### src/rtl/board_loader_map.svh
`ifndef BOARD_LOADER_MAP_SVH
`define BOARD_LOADER_MAP_SVH
// Core clock rate and pixel clock period.
`define CORE_CLK_MHZ 50
`define PIX_PERIOD_NS 50
// Core cycles in two pixel periods; one toggle in each run is held.
`define PIX_PAIR_CYC ((`PIX_PERIOD_NS * `CORE_CLK_MHZ) / 500)
// Serial bit clock divider: core cycles per serial clock half period.
`define SER_HALF_CYC 4
// Serial word layout: 3 device-select bits, 13 address bits, 16 data bits.
`define SER_BITS 32
`define DS_AFE1 3'h1
`define DS_AFE2 3'h2
`define DS_TG 3'h3
// Front-end defaults.
`define AFE_OPERATION 16'h0080
`define AFE_VGA_HI 16'h0104
`define AFE_VGA_LO 16'h015e
`define AFE_CLAMP 16'h0060
`define AFE_CONTROL 16'h0008
`define AFE_PIXEL_GAIN_AMP 16'h002b
`define AFE_WORDS 8
// Timing generator entry indices and defaults.
`define TG_FRAME_PTR 13'h0000
`define TG_PIX_LINE 13'h0010
`define TG_LV_START 13'h0011
`define TG_LV_QUAD 13'h0012
`define TG_LV_END 13'h0013
`define TG_CLP1_START 13'h0014
`define TG_CLP1_END 13'h0015
`define TG_DRIVE_EN 13'h0016
`define TG_DLL_RANGE 13'h0017
`define TG_INTG_LINE 13'h0040
`define TG_WORDS 10
`define FT_NORMAL 16'h0000
`define FT_STILL 16'h0001
`define FT_BIN 16'h0002
`define PPL_1CH 16'h0680
`define PPL_2CH 16'h0340
`define LV_START 16'h0009
`define LV_QUAD 16'h0000
`define LV_END_1CH 16'h0674
`define LV_END_2CH 16'h033a
`define CLP_S_1CH 16'h065e
`define CLP_E_1CH 16'h0668
`define CLP_S_2CH 16'h033c
`define CLP_E_2CH 16'h033d
`define DRIVE_24MA 16'h0000
`define DLL_RANGE 16'h0008
`endif

### src/rtl/board_loader_pkg.sv
package board_loader_pkg;
    typedef enum logic [2:0] {
        ST_IDLE = 3'h0,
        ST_FETCH = 3'h1,
        ST_SHIFT = 3'h3,
        ST_GAP = 3'h2,
        ST_DONE = 3'h6
    } load_state_e;
    typedef logic [31:0] ser_word_t;
endpackage

### src/rtl/imager_board_default_loader.sv
`timescale 1ns/1ps
`include "board_loader_map.svh"
// Contract
// - Reset internally on power, button, remote reset
// - Load front-end first, then timing generator
// - Afterwards monitor timing generator and serial input
// - Free-running: integration one frame to one eighth
// - Still mode uses different integration line numbers
// - Shutter clears charge during previous frame readout
// - Front-end 0=128, 3=8, 4..7=43
// - Front-end gain 260 high, 350 low
// - Front-end clamp register written as 96
// - Frame pointer 0 normal, 1 still, 2 binning
// - Pixels per line 1664 single, 832 dual
// - Line valid quad 0, start 9, end set
// - Black clamp window per channel count
// - Host may change clamp over serial later
// - All 24 mA drive enables written zero
// - Delay-locked-loop range written as eight
// - Pixel data clock 50 ns period
// - Power-good rising edge restarts loading
// - Remote reset high holds generator reset; fall reloads
// - Channel switch high selects dual output
// - Capture switch high selects still mode
module imager_board_default_loader (
    input wire logic core_clk,
    input wire logic nrst,
    input wire logic power_good_delayed,
    input wire logic reset_pushbutton,
    input wire logic remote_reset_input,
    input wire logic sensor_variant_switch,
    input wire logic channel_count_switch,
    input wire logic binning_select_switch,
    input wire logic capture_mode_switch,
    input wire logic [4:0] integration_select_inputs,
    input wire logic host_sload,
    input wire logic host_sdata,
    input wire logic host_sclock,
    input wire logic tg_line_valid,
    input wire logic tg_frame_valid,
    output logic sdata,
    output logic sclock,
    output logic sload_afe1_n,
    output logic sload_afe2_n,
    output logic sload_tg_n,
    output logic timing_gen_async_reset_n,
    output logic pixel_data_clock,
    output logic load_busy,
    output logic load_done,
    output logic tg_active
);
    import board_loader_pkg::*;

    localparam int PIX_PAIR = `PIX_PAIR_CYC;
    localparam int TOTAL_WORDS = `AFE_WORDS + `TG_WORDS;

    // Every pin input is brought into the clock domain by two flops.
    logic [12:0] sync1_reg;
    logic [12:0] sync2_reg;
    logic [12:0] sync_next;
    logic [12:0] pins;
    assign pins = {power_good_delayed, reset_pushbutton, remote_reset_input,
        host_sload, host_sdata, host_sclock, tg_line_valid, tg_frame_valid,
        sensor_variant_switch, channel_count_switch, binning_select_switch,
        capture_mode_switch, 1'b0};

    always_comb begin
        sync_next = pins;
    end

    always_ff @(posedge core_clk or negedge nrst) begin
        if (!nrst) begin
            sync1_reg <= '0;
            sync2_reg <= '0;
        end else begin
            sync1_reg <= sync_next;
            sync2_reg <= sync1_reg;
        end
    end

    logic pg_s, btn_s, rr_s, hl_s, hd_s, hc_s, lv_s, fv_s;
    logic var_s, ch_s, bin_s, cap_s;
    assign {pg_s, btn_s, rr_s, hl_s, hd_s, hc_s, lv_s, fv_s,
        var_s, ch_s, bin_s, cap_s} = sync2_reg[12:1];

    // Integration select is a slow bus; it is captured only at load start.
    logic [4:0] isel1_reg;
    logic [4:0] isel2_reg;
    always_ff @(posedge core_clk or negedge nrst) begin
        if (!nrst) begin
            isel1_reg <= '0;
            isel2_reg <= '0;
        end else begin
            isel1_reg <= integration_select_inputs;
            isel2_reg <= isel1_reg;
        end
    end

    // Edge history for the restart sources.
    logic pg_d_reg, btn_d_reg, rr_d_reg;
    logic restart;
    always_ff @(posedge core_clk or negedge nrst) begin
        if (!nrst) begin
            pg_d_reg <= 1'b0;
            btn_d_reg <= 1'b0;
            rr_d_reg <= 1'b0;
        end else begin
            pg_d_reg <= pg_s;
            btn_d_reg <= btn_s;
            rr_d_reg <= rr_s;
        end
    end
    // A button press is its rising edge; the remote line acts on its fall.
    assign restart = (pg_s & ~pg_d_reg)
        | (btn_s & ~btn_d_reg)
        | (~rr_s & rr_d_reg);

    // Remote reset level drives the generator reset directly, held low.
    assign timing_gen_async_reset_n = ~rr_s;

    // Pixel clock alternates 2- and 3-cycle periods, 50 ns on average.
    logic [7:0] pix_cnt_reg, pix_cnt_next;
    logic pix_reg, pix_next;
    always_comb begin
        pix_cnt_next = pix_cnt_reg + 8'h01;
        pix_next = ~pix_reg;
        if (pix_cnt_reg == 8'(PIX_PAIR - 1)) begin
            pix_cnt_next = 8'h00;
            pix_next = pix_reg;
        end
    end
    always_ff @(posedge core_clk or negedge nrst) begin
        if (!nrst) begin
            pix_cnt_reg <= 8'h00;
            pix_reg <= 1'b0;
        end else begin
            pix_cnt_reg <= pix_cnt_next;
            pix_reg <= pix_next;
        end
    end
    assign pixel_data_clock = pix_reg;

    // Integration line lookup; still mode uses the longer flush table.
    function automatic logic [15:0] intg_line_of(input logic [2:0] sel,
        input logic still);
        logic [15:0] r;
        r = 16'h0ff8;
        if (sel != 3'h0) begin
            // Free: 1216 - 152*sel. Still: 3648 - 456*sel.
            r = still ? 16'(16'h0e40 - 16'(sel) * 16'h01c8)
                : 16'(16'h04c0 - 16'(sel) * 16'h0098);
        end
        intg_line_of = r;
    endfunction

    // Snapshot of switch settings taken when a load begins.
    logic var_reg, ch_reg, var_next, ch_next;
    logic [15:0] ft_reg, ft_next, il_reg, il_next;

    // Load sequencer state.
    load_state_e st_reg, st_next;
    logic [4:0] idx_reg, idx_next;
    logic [5:0] bit_reg, bit_next;
    logic [3:0] div_reg, div_next;
    ser_word_t sh_reg, sh_next;
    logic sck_reg, sck_next;
    logic [2:0] ds_reg, ds_next;
    logic started_reg, started_next;
    ser_word_t rom_word;

    default_rom rom_i (
        .core_clk(core_clk),
        .nrst(nrst),
        .addr(idx_next),
        .variant_hi(var_reg),
        .dual_ch(ch_reg),
        .frame_ptr(ft_reg),
        .intg_line(il_reg),
        .word(rom_word)
    );

    always_comb begin
        st_next = st_reg;
        idx_next = idx_reg;
        bit_next = bit_reg;
        div_next = div_reg;
        sh_next = sh_reg;
        sck_next = sck_reg;
        ds_next = ds_reg;
        var_next = var_reg;
        ch_next = ch_reg;
        ft_next = ft_reg;
        il_next = il_reg;
        started_next = started_reg;
        // A restart aborts any load and begins again from the first word.
        if (restart || (!started_reg && pg_s)) begin
            started_next = 1'b1;
            st_next = ST_FETCH;
            idx_next = 5'h00;
            sck_next = 1'b0;
            ds_next = 3'h0;
            // Switches are sampled here only and held for the whole load.
            var_next = var_s;
            ch_next = ch_s;
            ft_next = bin_s ? `FT_BIN
                : (cap_s ? `FT_STILL : `FT_NORMAL);
            il_next = intg_line_of(isel2_reg[2:0], cap_s);
        end else begin
            unique case (st_reg)
                ST_IDLE: begin
                    st_next = ST_IDLE;
                end
                ST_FETCH: begin
                    // Wait one cycle for registered table data.
                    st_next = ST_SHIFT;
                    sh_next = rom_word;
                    ds_next = rom_word[31:29];
                    bit_next = 6'h00;
                    div_next = 4'h0;
                end
                ST_SHIFT: begin
                    div_next = div_reg + 4'h1;
                    if (div_reg == 4'(`SER_HALF_CYC - 1)) begin
                        div_next = 4'h0;
                        sck_next = ~sck_reg;
                        // Data advances on the falling serial clock.
                        if (sck_reg) begin
                            sh_next = {sh_reg[30:0], 1'b0};
                            bit_next = bit_reg + 6'h01;
                            if (bit_reg == 6'(`SER_BITS - 1)) begin
                                st_next = ST_GAP;
                            end
                        end
                    end
                end
                ST_GAP: begin
                    ds_next = 3'h0;
                    if (idx_reg == 5'(TOTAL_WORDS - 1)) begin
                        st_next = ST_DONE;
                    end else begin
                        idx_next = idx_reg + 5'h01;
                        st_next = ST_FETCH;
                    end
                end
                ST_DONE: begin
                    st_next = ST_DONE;
                end
                default: st_next = ST_IDLE;
            endcase
        end
    end

    always_ff @(posedge core_clk or negedge nrst) begin
        if (!nrst) begin
            st_reg <= ST_IDLE;
            idx_reg <= 5'h00;
            bit_reg <= 6'h00;
            div_reg <= 4'h0;
            sh_reg <= '0;
            sck_reg <= 1'b0;
            ds_reg <= 3'h0;
            var_reg <= 1'b0;
            ch_reg <= 1'b0;
            ft_reg <= 16'h0000;
            il_reg <= 16'h0000;
            started_reg <= 1'b0;
        end else begin
            st_reg <= st_next;
            idx_reg <= idx_next;
            bit_reg <= bit_next;
            div_reg <= div_next;
            sh_reg <= sh_next;
            sck_reg <= sck_next;
            ds_reg <= ds_next;
            var_reg <= var_next;
            ch_reg <= ch_next;
            ft_reg <= ft_next;
            il_reg <= il_next;
            started_reg <= started_next;
        end
    end

    logic loading;
    assign loading = (st_reg != ST_DONE);
    assign load_busy = loading;
    assign load_done = (st_reg == ST_DONE);

    // After loading the host serial stream is passed through, steered
    // by its first three bits; host bits are ignored while loading.
    logic [1:0] hcnt_reg, hcnt_next;
    logic [2:0] hds_reg, hds_next;
    logic hc_d_reg;
    always_comb begin
        hcnt_next = hcnt_reg;
        hds_next = hds_reg;
        if (loading || hl_s) begin
            hcnt_next = 2'h0;
            hds_next = 3'h0;
        end else if (hc_s && !hc_d_reg && hcnt_reg != 2'h3) begin
            hds_next = {hds_reg[1:0], hd_s};
            hcnt_next = hcnt_reg + 2'h1;
        end
    end
    always_ff @(posedge core_clk or negedge nrst) begin
        if (!nrst) begin
            hcnt_reg <= 2'h0;
            hds_reg <= 3'h0;
            hc_d_reg <= 1'b0;
        end else begin
            hcnt_reg <= hcnt_next;
            hds_reg <= hds_next;
            hc_d_reg <= hc_s;
        end
    end

    // Output mux: loader owns the bus while loading, host afterwards.
    logic [2:0] sel_ds;
    logic host_sel;
    assign host_sel = !loading && (hcnt_reg == 2'h3);
    assign sel_ds = loading ? ((st_reg == ST_SHIFT) ? ds_reg : 3'h0)
        : (host_sel ? hds_reg : 3'h0);
    assign sdata = loading ? sh_reg[31] : hd_s;
    assign sclock = loading ? sck_reg : hc_s;
    // At most one target strobe is active at a time.
    assign sload_afe1_n = ~(sel_ds == `DS_AFE1);
    assign sload_afe2_n = ~(sel_ds == `DS_AFE2);
    assign sload_tg_n = ~(sel_ds == `DS_TG);

    // Background activity monitor of the timing generator.
    assign tg_active = load_done & (lv_s | fv_s);

    // The operator must reset after changing integration select.
endmodule

### src/rtl/default_rom.sv
`timescale 1ns/1ps
`include "board_loader_map.svh"
// Table of default words; read data comes out of a register.
module default_rom (
    input wire logic core_clk,
    input wire logic nrst,
    input wire logic [4:0] addr,
    input wire logic variant_hi,
    input wire logic dual_ch,
    input wire logic [15:0] frame_ptr,
    input wire logic [15:0] intg_line,
    output board_loader_pkg::ser_word_t word
);
    import board_loader_pkg::*;
    ser_word_t word_reg;
    ser_word_t word_next;

    // Build a serial word from select, address and data.
    function automatic ser_word_t mk(input logic [2:0] ds,
        input logic [12:0] a, input logic [15:0] d);
        mk = {ds, a, d};
    endfunction

    // Front-end words first at indices 0-7, then the timing generator.
    always_comb begin
        word_next = '0;
        unique case (addr)
            5'h00: word_next = mk(`DS_AFE1, 13'h0000, `AFE_OPERATION);
            5'h01: word_next = mk(`DS_AFE1, 13'h0001,
                variant_hi ? `AFE_VGA_HI : `AFE_VGA_LO);
            5'h02: word_next = mk(`DS_AFE1, 13'h0002, `AFE_CLAMP);
            5'h03: word_next = mk(`DS_AFE1, 13'h0003, `AFE_CONTROL);
            5'h04: word_next = mk(`DS_AFE1, 13'h0004, `AFE_PIXEL_GAIN_AMP);
            5'h05: word_next = mk(`DS_AFE1, 13'h0005, `AFE_PIXEL_GAIN_AMP);
            5'h06: word_next = mk(`DS_AFE1, 13'h0006, `AFE_PIXEL_GAIN_AMP);
            5'h07: word_next = mk(`DS_AFE1, 13'h0007, `AFE_PIXEL_GAIN_AMP);
            5'h08: word_next = mk(`DS_TG, `TG_FRAME_PTR, frame_ptr);
            5'h09: word_next = mk(`DS_TG, `TG_PIX_LINE,
                dual_ch ? `PPL_2CH : `PPL_1CH);
            5'h0a: word_next = mk(`DS_TG, `TG_LV_START, `LV_START);
            5'h0b: word_next = mk(`DS_TG, `TG_LV_QUAD, `LV_QUAD);
            5'h0c: word_next = mk(`DS_TG, `TG_LV_END,
                dual_ch ? `LV_END_2CH : `LV_END_1CH);
            5'h0d: word_next = mk(`DS_TG, `TG_CLP1_START,
                dual_ch ? `CLP_S_2CH : `CLP_S_1CH);
            5'h0e: word_next = mk(`DS_TG, `TG_CLP1_END,
                dual_ch ? `CLP_E_2CH : `CLP_E_1CH);
            5'h0f: word_next = mk(`DS_TG, `TG_DRIVE_EN, `DRIVE_24MA);
            5'h10: word_next = mk(`DS_TG, `TG_DLL_RANGE, `DLL_RANGE);
            5'h11: word_next = mk(`DS_TG, `TG_INTG_LINE, intg_line);
            default: word_next = '0;
        endcase
    end

    // Registered read port.
    always_ff @(posedge core_clk or negedge nrst) begin
        if (!nrst) begin
            word_reg <= '0;
        end else begin
            word_reg <= word_next;
        end
    end

    assign word = word_reg;
endmodule

### config.mk
export PLATFORM = sky130hd
export DESIGN_NAME = imager_board_default_loader
export DESIGN_NICKNAME = d
export VERILOG_FILES = /design/src/rtl/board_loader_pkg.sv /design/src/rtl/imager_board_default_loader.sv /design/src/rtl/default_rom.sv
export VERILOG_INCLUDE_DIRS = /design/src /design/src/rtl
export SDC_FILE = /design/constraint.sdc
export NUM_CORES = 1
export LEC_CHECK = 0
export BUFFER_PORTS_ARGS = -buffer_cell sky130_fd_sc_hd__buf_2
export CAP_MARGIN = 20
export CORE_UTILIZATION = 66
export DETAILED_ROUTE_END_ITERATION = 8
export GPL_TIMING_DRIVEN = 0
export PLACE_DENSITY = 0.92
export SLEW_MARGIN = 20
export SYNTH_ARGS = -nofsm -noshare
export SYNTH_HDL_FRONTEND = slang
export SYNTH_SLANG_ARGS = --single-unit
### constraint.sdc
create_clock -name core_clk -period 3.8 [get_ports core_clk]
set_input_delay 0.76 -clock core_clk [delete_from_list [all_inputs] [get_ports core_clk]]
set_output_delay 0.76 -clock core_clk [all_outputs]
set_load 0.02 [all_outputs]
==> impl_metrics.toml <==
[outcome]
status = "completed"

[timing]
skew_ps = 9.735
slew_headroom = 0.3995
setup_slack_ps = 388.2
finalMaxSlewViolations = 0
setup_viol = 0
fmax_mhz = 293.1
setup_tns_ps = 0
layout_min_cycle_time_ps = 3412
finalHoldViolCount = 0
period_share = 0.8978
grt_setup_unrepaired = "false"
tightest_slew_ps = 898.8

[synthesis]
synth_async_sr_flop_share = 1.000
synth_fp_nets = 694
ys_seq_area_frac = 0.5326
dominantRegCellSynth = "dfrtp_1"
syn_area_sq_um = 6390
ys_seq_elements = 136
synth_edf_count = 0
synth.avg_cell_area_sq_um = 9.785
syn_inst = 653
yosys_warnings = 0
synth_cell_types = 64

[flow_run]
drv_cap = 0

[hold_path]
worstHoldPathType = "input port to asynchronous set/reset pin"

[die]
fp.dieW_um = 100.4
core-area_sq_um = 9328
initial_core_util = 0.6850
ios = 29
dieArea_sq_um = 10080
placementRows = 35
die_h_um = 100.4

[final_layout]
nFillCells = 608
drive_above_1_share = 0.09410
area_growth_pct = 14.04
mostFrequentLayoutCell = "dfrtp_1"
num-nets-final = 740
largest_reg_flops = 32
final_cell_mix = "dfrtp_1 (136), nand2_1 (108), nor2_1 (66)"
diodes = 0

[setup_path]
cp.arrival_ps = 2650
start_kind = "flip-flop"
reg2reg_setup_slack_ps = 830
end_kind = "output pin"
crit_required_ps = 3040
worstSetupPathType = "flip-flop to output pin"
crit_path_max_fanout = 9

[detailed_routing]
routedWlPerCell_um = 17.94
num_vias = 5155
first_pass_iters = 5
ant_nets = 0
drt_iter0_drc = 306
drc = 0
wl_mm = 15.09
vias_per_cell = 6.130

[clock_tree]
cts_tree = "built"
root_buffer = "clkbuf_8"
ctsResizeCount = 0
cts.reportedPaths.clkPinSlew_ps = 60
clk_latency_ps = 530
hold_buffers = 0
cts_setup_buffers = 0
cts_buffers = 17
h-tree-depth = 4
cts_buffer_depth = 2
clkSinkCount = 136

[global_routing]
gr-total-overflow = 0
grtUsageTotal = 0.3360
grt_first_pass_wirelength_mm = 25.76
use_met2 = 0.5411
use_met3 = 0.08496
grt_max_degree = 90
grt_pass1_vias = 5221
gr-usage-met1 = 0.4362
antenna_found_initial = 0
busiest_layer = "met2"

[place]
place_ws_ps = 943.7
numPortBuffers = 26
gp_congestion = 0.9099
dp_hpwl_mm = 10.16

[pwr]
leakage_nw = 3.271
p_per_area_nw_per_um2 = 497.0
ir_drop_mv = 0.3856
cells in the mapped netlist (all sizes together), types with 5 or more instances:
master / instances / area, sq um
a21o: 8 / 60.06
a21oi: 34 / 173.9
a22o: 5 / 43.79
a22oi: 5 / 37.54
a31oi: 25 / 156.4
and2: 8 / 50.05
and3: 7 / 43.79
clkbuf: 26 / 97.59
dfrtp: 136 / 3403
ha: 19 / 237.7
inv: 16 / 60.06
nand2: 108 / 405.4
nand2b: 7 / 43.79
nand3: 28 / 140.1
nand4: 7 / 43.79
nor2: 66 / 247.7
nor2b: 8 / 50.05
nor3: 16 / 90.09
nor3b: 5 / 37.54
o21ai: 24 / 120.1
xnor2: 18 / 157.7
xor2: 13 / 113.9
cell type report:
class / instances / area, sq um / area share
buffer: 30 / 115.1 / 0.01580
inverter: 17 / 63.81 / 0.008757
clock inverter: 11 / 122.6 / 0.01683
timing repair buffer: 27 / 163.9 / 0.02249
tap: 129 / 161.4 / 0.02215
sequential: 136 / 3403 / 0.4670
multi-input combinational: 470 / 2808 / 0.3853
clock buffer: 21 / 449.2 / 0.06164
power breakdown:
part	leakage (nW)	total, W	switching [W]	internal [W]
Clock	0.282	0.00157	0.000607	0.000968
Sequential	1.71	0.00165	0.0000812	0.00157
Combinational	1.28	0.000396	0.000257	0.000139
stage by stage:
stage | util | hold slack, ps | total power, W | instance area (sq um) | cells
after floorplan | - | 331.2 | 0.001912 | 6390 | 653
after global placement | 0.7163 | 332.0 | 0.002019 | 6681 | 808
after detailed placement | 0.7199 | 334.7 | 0.002053 | 6715 | 809
after CTS | 0.7812 | 167.3 | 0.003625 | 7287 | 841
after global routing | 0.7812 | 181.7 | 0.003756 | 7287 | 841
final | 0.7812 | 156.1 | 0.003621 | 7287 | 841
per-layer routing:
metal / vias up / part of all wire
li1: 2365 / -
met1: 2543 / 0.43
met2: 194 / 0.49
met3: 53 / 0.051
met4: 0 / 0.031
met5: - / 0
worst paths after layout:
check                                 start       endpoint  cells after the start
min                                    nrst   sync1_reg[4]                      1
max in group asynchronous              nrst  rom_i.word[7]                      2
max                               st_reg[0]   sload_afe1_n                      7
min in group core_clk      reset_pushbutton  sync1_reg[11]                      1
min reg2reg                    sync1_reg[3]   sync2_reg[3]                      0
max reg2reg                      div_reg[0]      sh_reg[1]                      7
critical path, cell delays in order (launching register included):
cell and delay (ps):
dfrtp_1 500, nor2b_1 380, and2_1 180, clkbuf_1 370, nand2_1 160, a32oi_1 240
nand2b_1 120, buf_2 170
cells by family after synthesis:
family / after synthesis / share of synthesized area
fa+ha+maj: 22 / 0.04660
mux: 5 / 0.008028
buf+inv: 47 / 0.02800
flops: 136 / 0.5326
xor+xnor: 31 / 0.04249
simple gates: 278 / 0.2070
compound gates: 134 / 0.1353
(Power assumes the default switching activity.)
